## src/pkg/smw_params.svh

```systemverilog
/*
 * Constants for the stop mode and wake control block: widths, delays and reset levels.
 * Assumes it is included by bare name from files that use these macros.
 */
// Notes on behaviour
// - Stop enters lowest power unless stop disabled.
// - Stop halts every clock and the oscillator.
// - Stop ends on reset, nonmaskable, unmasked irq.
// - Nonmaskable pin wakes stop regardless of its mask.
// - Nonmaskable wake, mask clear: stack then service.
// - Nonmaskable wake, mask set: resume next instruction.
// - Reset ends stop, then fetch reset vector.
// - Internal oscillator: wait 4064 cycles after wake.
// - Delay select zero shortens delay to four.
// - Single chip wait/stop: port and strobe hold.
// - Expanded wait: port C shows stack minus eight.
// - Expanded: port B shows high address always; the code holds it at 8'h00 while reset is low.
// - Expanded reset: port C multiplexes address, data; the code holds it at 8'h00 while reset is low.
// - Wait/stop: mode A pin open drain, one.
// - Nonmaskable mask: hardware sets, instructions clear.
// - Wait stacks, halts, exits on interrupt or reset.
`ifndef SMW_PARAMS_SVH
`define SMW_PARAMS_SVH

// Stabilization delay in clock cycles for the internal oscillator.
`define SMW_STAB_LONG    12'hFE0
// Short delay in cycles for a stable external clock.
`define SMW_STAB_SHORT   12'h004
// Cycle the sequencer needs to see done; taken off the counter load.
`define SMW_DONE_LAG     12'h001
// Width of the stabilization counter.
`define SMW_CNT_W        12
// Offset subtracted from the stack pointer shown during wait.
`define SMW_SP_OFFSET    16'h0_008
// Level the strobe pin takes in expanded mode outside single chip hold.
`define SMW_STRB_EXP     1'h1
// Reset level of port outputs.
`define SMW_PORT_RST     8'h00
`define SMW_PA_RST       4'h0
// Level of the nonmaskable mask flag after reset.
`define SMW_XMASK_RST    1'h1
// Driven level of the mode A pin during wait and stop.
`define SMW_MODA_DRIVE   1'h1

`endif

```

## src/pkg/smw_pkg.sv

```systemverilog
/*
 * Types of the stop mode and wake control block.
 * Assumes smw_params.svh is available on the include path.
 */
`include "smw_params.svh"
package smw_pkg;

	// Sequencer states.
	typedef enum logic [2:0] {
		SMW_BOOT,
		SMW_RUN,
		SMW_WAIT,
		SMW_STOP,
		SMW_STAB
	} smw_state_e;

	// What woke the core, decides the action once the clock is stable.
	typedef enum logic [1:0] {
		SMW_WK_XSVC,
		SMW_WK_XRESUME,
		SMW_WK_IRQ
	} smw_cause_e;

	// Counter type for the stabilization delay.
	typedef logic [`SMW_CNT_W-1:0] smw_cnt_t;

endpackage : smw_pkg

```

## src/pkg/smw_if.sv

```systemverilog
/*
 * Carrier between the sequencer and its stabilization counter.
 * Assumes both ends run on the same clock.
 */
`timescale 1ns/1ps
`default_nettype none
interface smw_if;
	import smw_pkg::*;

	logic     start;    // One-cycle pulse that loads the counter.
	smw_cnt_t length;   // Cycles to wait, sampled with start.
	logic     done;     // One-cycle pulse when the wait ends.
	logic     busy;     // High while counting.

	modport seq (output start, output length, input done, input busy);
	modport ctr (input start, input length, output done, output busy);
endinterface : smw_if
`default_nettype wire

```

## src/smw_delay.sv

```systemverilog
/*
 * Stabilization delay counter for the stop exit sequence.
 * Assumes start is a one-cycle pulse and length is at least one.
 */
`timescale 1ns/1ps
`default_nettype none
module smw_delay
	import smw_pkg::*;
(
	input  wire logic clk_i,
	input  wire logic arst_n_i,
	smw_if.ctr        dly
);

	// Whole state of the counter.
	typedef struct packed {
		smw_cnt_t cnt;
		logic     done;
	} smw_dly_s;

	smw_dly_s cur;       // Registered state.
	smw_dly_s next_cur;  // Next state.

	// The done pulse lands exactly length cycles after start.
	always_comb begin
		next_cur      = cur;
		next_cur.done = 1'b0;
		if (dly.start) begin
			next_cur.cnt = dly.length;
		end else if (cur.cnt != '0) begin
			next_cur.cnt = cur.cnt - 1'b1;
			// The last count raises done for one cycle.
			if (cur.cnt == smw_cnt_t'(1)) begin
				next_cur.done = 1'b1;
			end
		end
	end

	// Register the state.
	always_ff @(posedge clk_i or negedge arst_n_i) begin
		if (!arst_n_i) begin
			cur <= '0;
		end else begin
			cur <= next_cur;
		end
	end

	assign dly.done = cur.done;
	assign dly.busy = (cur.cnt != '0);

endmodule : smw_delay
`default_nettype wire

```

## src/smw_top.sv

```systemverilog
/*
 * Stop and wait low-power control: wake decision, oscillator restart delay,
 * nonmaskable mask flag and pin states during reset, wait and stop.
 * Assumes instruction strobes come from the core as one-cycle pulses on clk_i,
 * and that pins are synchronous to clk_i.  The block itself stays clocked:
 * in silicon this wake logic sits on an always-on path.
 */
`timescale 1ns/1ps
`default_nettype none
`include "smw_params.svh"
module smw_top
	import smw_pkg::*;
(
	input  wire logic        clk_i,                      // Core clock.
	input  wire logic        arst_n_i,                   // External reset, low.
	input  wire logic        stop_instr_i,               // Stop instruction executed.
	input  wire logic        wait_instruction_i,         // Wait instruction executed.
	input  wire logic        stop_disable_i,             // Stop-disable flag.
	input  wire logic        irq_mask_i,                 // Maskable mask flag.
	input  wire logic        nonmaskable_irq_pin_ack_i,                 // Nonmaskable acknowledge.
	input  wire logic        return_from_interrupt_instr_i, // Clears mask.
	input  wire logic        flag_transfer_instr_i,      // Flag transfer clear.
	input  wire logic        flag_transfer_x_i,          // Mask value being transferred.
	input  wire logic        nonmaskable_irq_pin_n_i,    // Nonmaskable pin, low.
	input  wire logic        irq_pin_n_i,                // Maskable pin, low.
	input  wire logic        stop_exit_delay_select_i,   // One: long delay.
	input  wire logic        expanded_mode_i,            // Expanded operation.
	input  wire logic        addr_phase_i,               // Address time of a bus cycle.
	input  wire logic [15:0] addr_i,                     // Core address.
	input  wire logic [7:0]  data_i,                     // Core data.
	input  wire logic [15:0] stack_ptr_i,                // Stack pointer.
	input  wire logic [3:0]  port_a_value_i,             // Port A outputs wanted.
	input  wire logic [7:0]  port_b_value_i,             // Port B single chip value.
	input  wire logic [7:0]  port_c_value_i,             // Port C single chip value.
	input  wire logic        strobe_value_i,             // Strobe wanted.
	output logic             clock_run_o,                // Internal clocks enabled.
	output logic             osc_enable_o,               // Oscillator enabled.
	output logic             cpu_run_o,                  // Core may execute.
	output logic             in_stop_o,                  // Stop mode.
	output logic             in_wait_o,                  // Wait mode.
	output logic             stack_state_o,              // Stack state pulse.
	output logic             service_nonmaskable_irq_pin_o,             // Service nonmaskable pulse.
	output logic             service_irq_o,              // Service maskable pulse.
	output logic             resume_next_o,              // Resume after stop pulse.
	output logic             reset_vector_o,             // Fetch reset vector pulse.
	output logic             x_mask_o,                   // Nonmaskable mask flag.
	output logic [3:0]       port_a_outputs_o,           // Port A pins.
	output logic [7:0]       port_b_pins_o,              // Port B pins.
	output logic [7:0]       port_c_pins_o,              // Port C pins.
	output logic             strobe_or_rw_pin_o,         // Strobe pin.
	output logic             mode_a_fetch_flag_pin_o,    // Mode A pin level.
	output logic             mode_a_fetch_flag_pin_oe_o  // Mode A pin drive.
);

	// Whole registered state; every output is a field of it, except in_stop_o and in_wait_o, which are decoded from st.
	typedef struct packed {
		smw_state_e  st;
		smw_cause_e  cause;
		logic        xmask;
		logic [15:0] sp_cap;
		logic        clk_run;
		logic        osc_en;
		logic        cpu_run;
		logic        stack;
		logic        svc_x;
		logic        svc_i;
		logic        resume;
		logic        rvec;
		logic [3:0]  pa;
		logic [7:0]  pb;
		logic [7:0]  pc;
		logic        strb;
		logic        moda;
		logic        moda_oe;
	} smw_state_s;

	smw_state_s cur;       // Registered state.
	smw_state_s next_cur;  // Next state.

	smw_if dly ();         // Link to the stabilization counter.

	// Counter for the oscillator restart delay.
	smw_delay u_delay (
		.clk_i    (clk_i),
		.arst_n_i (arst_n_i),
		.dly      (dly)
	);

	logic nonmaskable_irq_pin_act;   // Nonmaskable pin asserted.
	logic irq_ok;     // Maskable pin asserted and unmasked.

	// Decode of the wake sources.
	always_comb begin
		nonmaskable_irq_pin_act = !nonmaskable_irq_pin_n_i;
		irq_ok   = !irq_pin_n_i && !irq_mask_i;
	end

	// Sequencer, mask flag and pin multiplexing in one next-state process.
	always_comb begin
		next_cur        = cur;
		next_cur.stack  = 1'b0;
		next_cur.svc_x  = 1'b0;
		next_cur.svc_i  = 1'b0;
		next_cur.resume = 1'b0;
		next_cur.rvec   = 1'b0;
		dly.start       = 1'b0;
		// short delay select
		// The sequencer reacts to done one cycle after the counter raises it, so
		// the load is one short; the oscillator then runs exactly the full delay.
		dly.length      = (stop_exit_delay_select_i ? `SMW_STAB_LONG : `SMW_STAB_SHORT)
			- `SMW_DONE_LAG;

		unique case (cur.st)
			SMW_BOOT: begin
				next_cur.rvec    = 1'b1;
				next_cur.cpu_run = 1'b1;
				next_cur.st      = SMW_RUN;
			end
			SMW_RUN: begin
				if (stop_instr_i && !stop_disable_i) begin
					next_cur.st      = SMW_STOP;
					next_cur.clk_run = 1'b0;
					next_cur.osc_en  = 1'b0;
					next_cur.cpu_run = 1'b0;
				end else if (wait_instruction_i) begin
					next_cur.st      = SMW_WAIT;
					next_cur.stack   = 1'b1;
					next_cur.cpu_run = 1'b0;
					next_cur.sp_cap  = stack_ptr_i;
				end
				// A disabled stop simply falls through as a no-operation.
			end
			SMW_WAIT: begin
				if (nonmaskable_irq_pin_act && !cur.xmask) begin
					next_cur.svc_x   = 1'b1;
					next_cur.cpu_run = 1'b1;
					next_cur.st      = SMW_RUN;
				end else if (irq_ok) begin
					next_cur.svc_i   = 1'b1;
					next_cur.cpu_run = 1'b1;
					next_cur.st      = SMW_RUN;
				end
			end
			SMW_STOP: begin
				if (nonmaskable_irq_pin_act || irq_ok) begin
					// The nonmaskable pin wins when both arrive together.
					if (nonmaskable_irq_pin_act) begin
						next_cur.cause = cur.xmask ? SMW_WK_XRESUME : SMW_WK_XSVC;
					end else begin
						next_cur.cause = SMW_WK_IRQ;
					end
					next_cur.osc_en = 1'b1;
					next_cur.st     = SMW_STAB;
					dly.start       = 1'b1;
				end
			end
			SMW_STAB: begin
				// The core stays halted until the oscillator has settled.
				if (dly.done) begin
					next_cur.clk_run = 1'b1;
					next_cur.cpu_run = 1'b1;
					next_cur.st      = SMW_RUN;
					unique case (cur.cause)
						SMW_WK_XSVC: begin
							next_cur.stack = 1'b1;
							next_cur.svc_x = 1'b1;
						end
						SMW_WK_XRESUME: begin
							next_cur.resume = 1'b1;
						end
						SMW_WK_IRQ: begin
							next_cur.stack = 1'b1;
							next_cur.svc_i = 1'b1;
						end
					endcase
				end
			end
		endcase

		// mask set by hardware, set wins over clear
		if (nonmaskable_irq_pin_ack_i || next_cur.svc_x) begin
			next_cur.xmask = 1'b1;
		end else if (return_from_interrupt_instr_i) begin
			next_cur.xmask = 1'b0;
		end else if (flag_transfer_instr_i && !flag_transfer_x_i) begin
			next_cur.xmask = 1'b0;
		end

		// Pin states follow the mode entered in this cycle.
		if (expanded_mode_i) begin
			next_cur.pb   = addr_i[15:8];
			next_cur.strb = `SMW_STRB_EXP;
			if (next_cur.st == SMW_WAIT) begin
				next_cur.pc = addr_phase_i ? 8'((next_cur.sp_cap - `SMW_SP_OFFSET))
					: data_i;
			end else if (next_cur.st == SMW_RUN) begin
				next_cur.pc = addr_phase_i ? addr_i[7:0] : data_i;
			end else begin
				next_cur.pc = addr_i[7:0];
			end
			if (next_cur.st == SMW_RUN) begin
				next_cur.pa = port_a_value_i;
			end
		end else if (next_cur.st == SMW_RUN) begin
			next_cur.pa   = port_a_value_i;
			next_cur.pb   = port_b_value_i;
			next_cur.pc   = port_c_value_i;
			next_cur.strb = strobe_value_i;
		end
		// single chip hold: nothing above changes pins while held.

		// mode A pin open drain one
		next_cur.moda_oe = (next_cur.st != SMW_RUN) && (next_cur.st != SMW_BOOT);
		next_cur.moda    = next_cur.moda_oe ? `SMW_MODA_DRIVE : 1'b0;
	end

	// Register the state; reset holds the core off and masks the pin.
	always_ff @(posedge clk_i or negedge arst_n_i) begin
		if (!arst_n_i) begin
			cur         <= '0;
			cur.st      <= SMW_BOOT;
			cur.cause   <= SMW_WK_XSVC;
			cur.xmask   <= `SMW_XMASK_RST;
			cur.clk_run <= 1'b1;
			cur.osc_en  <= 1'b1;
			cur.pa      <= `SMW_PA_RST;
			cur.pb      <= `SMW_PORT_RST;
			cur.pc      <= `SMW_PORT_RST;
		end else begin
			cur <= next_cur;
		end
	end

	// Outputs straight from flip-flops; in_stop_o and in_wait_o are decoded from the registered state.
	assign clock_run_o                = cur.clk_run;
	assign osc_enable_o               = cur.osc_en;
	assign cpu_run_o                  = cur.cpu_run;
	assign in_stop_o                  = (cur.st == SMW_STOP) || (cur.st == SMW_STAB);
	assign in_wait_o                  = (cur.st == SMW_WAIT);
	assign stack_state_o              = cur.stack;
	assign service_nonmaskable_irq_pin_o             = cur.svc_x;
	assign service_irq_o              = cur.svc_i;
	assign resume_next_o              = cur.resume;
	assign reset_vector_o             = cur.rvec;
	assign x_mask_o                   = cur.xmask;
	assign port_a_outputs_o           = cur.pa;
	assign port_b_pins_o              = cur.pb;
	assign port_c_pins_o              = cur.pc;
	assign strobe_or_rw_pin_o         = cur.strb;
	assign mode_a_fetch_flag_pin_o    = cur.moda;
	assign mode_a_fetch_flag_pin_oe_o = cur.moda_oe;

endmodule : smw_top
`default_nettype wire

```

## config.mk

```make
export PLATFORM = sky130hd
export DESIGN_NAME = smw_top
export DESIGN_NICKNAME = d
export VERILOG_FILES = /design/src/pkg/smw_pkg.sv /design/src/pkg/smw_if.sv /design/src/smw_delay.sv /design/src/smw_top.sv
export VERILOG_INCLUDE_DIRS = /design/src /design/src/pkg
export SDC_FILE = /design/constraint.sdc
export NUM_CORES = 1
export LEC_CHECK = 0
export ABC_AREA = 1
export BUFFER_PORTS_ARGS = -buffer_cell sky130_fd_sc_hd__buf_2
export CELL_PAD_IN_SITES_DETAIL_PLACEMENT = 0
export CELL_PAD_IN_SITES_GLOBAL_PLACEMENT = 1
export CORE_MARGIN = 5
export CORE_UTILIZATION = 35
export CTS_BUF_LIST = sky130_fd_sc_hd__clkbuf_8
export CTS_CLUSTER_DIAMETER = 60
export DETAILED_ROUTE_END_ITERATION = 8
export GPL_ROUTABILITY_DRIVEN = 1
export PLACE_DENSITY_LB_ADDON = 0.1
export SLEW_MARGIN = 20
export SYNTH_ARGS = -nofsm -noshare
export SYNTH_HDL_FRONTEND = slang
export SYNTH_SLANG_ARGS = --single-unit
```

## constraint.sdc

```tcl
create_clock -name clk_i -period 2.16 [get_ports clk_i]
set_clock_uncertainty 0.15 [all_clocks]
set_input_delay 0 -clock clk_i [delete_from_list [all_inputs] [get_ports clk_i]]
set_output_delay 0 -clock clk_i [all_outputs]
set_load 0.05 [all_outputs]
```

==> out/results.ini <==
[yosys]
synth_flop_cell=dfrtp_1
netlist.area_leader.share_pct=41.3
synth_mux_area_share_pct=1.38
synth-simple-area-share_pct=28.4
postSynthAreaPerCell_um2=7.73
synth_top_family_by_area=simple AND/OR/NAND/NOR gates
yosys_warnings=0
synth_edf_count=0
syn_inst=424
async_reset_ff_share_pct=100
synthXorXnorAreaFrac_pct=2.41
synthAdderAreaFrac_pct=1.53
synth_most_common_cell=nand2_1
synth_compound_area_share_pct=10.5
synth_area_um2=3280
yosys.cell_types.count=34
synth.largest_area_cell=dfrtp_1
synth-seq-cells=57
seq_area_frac_synth_pct=43.7
synth.area.top_cells=dfrtp_1 (41%), nand2_1 (13%), nor2_1 (5.7%)
yosys-top-cells-count=nand2_1 (112), dfrtp_1 (54), nor2_1 (50)
syn_nets=504

[power]
p_leak_nw=2.49
ir_drop_mv=0.636
power_density_nw_per_um2=1380

[drt]
wire_per_inst_um=13.3
drc=0
wl_um=9430
first_pass_iters=4
ant_nets=0
via_count=3297
drt_iter0_markers=128
viasPerCell=4.64

[placement]
io_buffers=101
dpl_worst_slack_ns=0.104
globalplace.congestion=0.823
place_area_um2=3820
dp_hpwl_um=6420

[grt]
grt_max_degree=39
overflow=0
antenna_found_initial=0
grt_usage_pct=17.5
grt_first_pass_wirelength_um=16100
grt_pass1_vias=3404

[critical_path]
path_cells=inv_2 -> nand2_2 -> nor2_4 -> buf_4 -> nand3_1 -> nand2_2 -> ha_1 -> o21ai_0 -> o21ai_0 -> inv_1 -> nand2_1 -> a21oi_2
critPathMaxStageDelay_ns=0.40
endpoint_kind=flop
worst_r2r_endpoint=port_c_pins_o[4]
endpoint=port_c_pins_o[4]
r2r_start=cur[52]
slowest_stage=dfrtp_1
cp-startpoint=cur[52]
arrival_ns=2.13
critPathTopFamily=simple AND/OR/NAND/NOR gates
cp_max_fo=5
crit_type=reg2reg
start_kind=flop
rr_worst_depth=12
worstPathRequired_ns=2.28
r2r_setup_slack_ns=0.15
cp.buffers_inverters=3
path_depth=12

[timing]
rsz0062_at_grt=yes
worst_slew_pin_slew_ns=0.627
max_slew_margin_pct=58.1
final_hold_viol_count=0
fin_crit_sh_pct=93.1
min_period_ns=2.01
setup_viol=0
finalWorstSetupSlack_ns=0.148
fmax_mhz=497
slew_violations=0

[floorplan]
rows=35
io_pins=110
core-area_um2=9200
initial_core_util_pct=35.6
die_w_um=107
die_area_um2=11400
die_h_um=107

[cts]
cts_tree=built
root_buffer=clkbuf_8
cts_sinks=57
numCtsBuffers=9
cts.clk_slew.worst_paths_ns=0.06
htreeDepth=3
cts_buffer_depth=2
clock_latency_ns=0.33

[outcome]
status=complete, no violations

[finish]
finalNetCount=675
drive_above_1_share_pct=28.0
final_cell_area_um2=4830
diodes=0
area_growth_syn_to_layout_pct=47.6

[flow_run]
cap_violations=0

[min_path]
hold_class=in2async

[placed cells by master (no fill, tap or decap), drive strengths merged]
cell / count
buf: 117
nand2: 116
dlygate4sd3: 75
nor2: 57
dfrtp: 54
inv: 45
nand3: 30
o21ai: 22
a21oi: 15
clkbuf: 11
a31oi: 9
o31ai: 6
o211ai: 5
xor2: 5
clkinv: 5
xnor2: 4
mux2: 4
ha: 4
nand4: 3
nor3: 3
dfstp: 3
nand3b: 2
nor4: 2
o22ai: 1
nor4b: 1
bufinv: 1
[final cells by class]
| type | instances | area [um^2] |
|---|---|---|
| well taps | 111 | 139 |
| inverters | 46 | 175 |
| multi-input cells | 289 | 1480 |
| fillers | 912 | 4360 |
| clock buffers | 11 | 151 |
| repair buffers | 192 | 1410 |
| flip-flops and latches | 57 | 1430 |
| clock inverters | 5 | 47.5 |
[repair_timing]
action	CTS	global route
buffers inserted	0	4
endpoints found under the setup margin	0	14
endpoints found under the hold margin	100	0
resized for setup	0	10
hold buffers	75	0
[cell families (layout without fill, tap and decap cells)]
family | after synthesis | count (layout)
AO/OA/AOI/OAI | 58 | 58
XOR/XNOR | 9 | 9
adder cells (fa/ha/maj) | 4 | 4
buffers and inverters | 78 | 254
flip-flops | 57 | 57
multiplexers | 4 | 4
AND/OR/NAND/NOR | 214 | 214
[metrics by stage]
| stage | std cells | power (mW) | hold WS [ns] | utilization (%) | TNS [ns] |
|---|---|---|---|---|---|
| 2_1_floorplan | 424 | 4.78 | -0.446 | - | 0 |
| 3_3_place_gp | 616 | 5.42 | -0.165 | 41.6 | 0 |
| 3_5_place_dp | 616 | 5.45 | -0.163 | 41.6 | 0 |
| 4_1_cts | 707 | 6.62 | 0.00699 | 51.9 | 0 |
| 5_1_grt | 711 | 7.20 | 0.0390 | 52.6 | -0.0197 |
| 6_report | 711 | 6.66 | 0.00892 | 52.6 | 0 |
[worst register-to-register path, delay by kind of cell (launching register included)]
family                   cells  cell delay, ns
AO/OA/AOI/OAI                3            0.37
flip-flops                   1            0.40
adder cells (fa/ha/maj)      1            0.23
AND/OR/NAND/NOR              5            0.51
buffers and inverters        3            0.30
[sequential cells by signal, indices dropped and copies added (netlist names), 4 cells and up]
| name | flops |
|---|---|
| port_a_outputs_o | 4 |
| port_b_pins_o | 8 |
| port_c_pins_o | 8 |
| u_delay.cur | 12 |
| cur | 13 |
[power breakdown]
group / leakage [nW] / switching (mW) / internal (mW)
Combinational: 1.70 / 2.52 / 1.29
Sequential: 0.684 / 0.287 / 1.55
Clock: 0.112 / 0.421 / 0.584
Total: 2.49 / 3.23 / 3.43
[worst min path at each step]
stage	from	endpoint	slack [ns]	cells past startpoint
floorplan	arst_n_i	cpu_run_o	-0.45	0
global placement	arst_n_i	stack_state_o	-0.16	1
detailed placement	arst_n_i	stack_state_o	-0.16	1
CTS	arst_n_i	stack_state_o	0.007	2
global route	data_i[5]	port_c_pins_o[5]	0.04	7
finish	arst_n_i	stack_state_o	0.009	2
[routing by layer]
metal,share of wire (%),track usage [%],vias up
met1,46,22.6,1532
li1,-,-,1683
met5,0,0,-
met3,4.5,4.39,8
met2,49,29.1,74
met4,1.1,4.93,0
No activity file was read; power rests on OpenSTA's default activity.
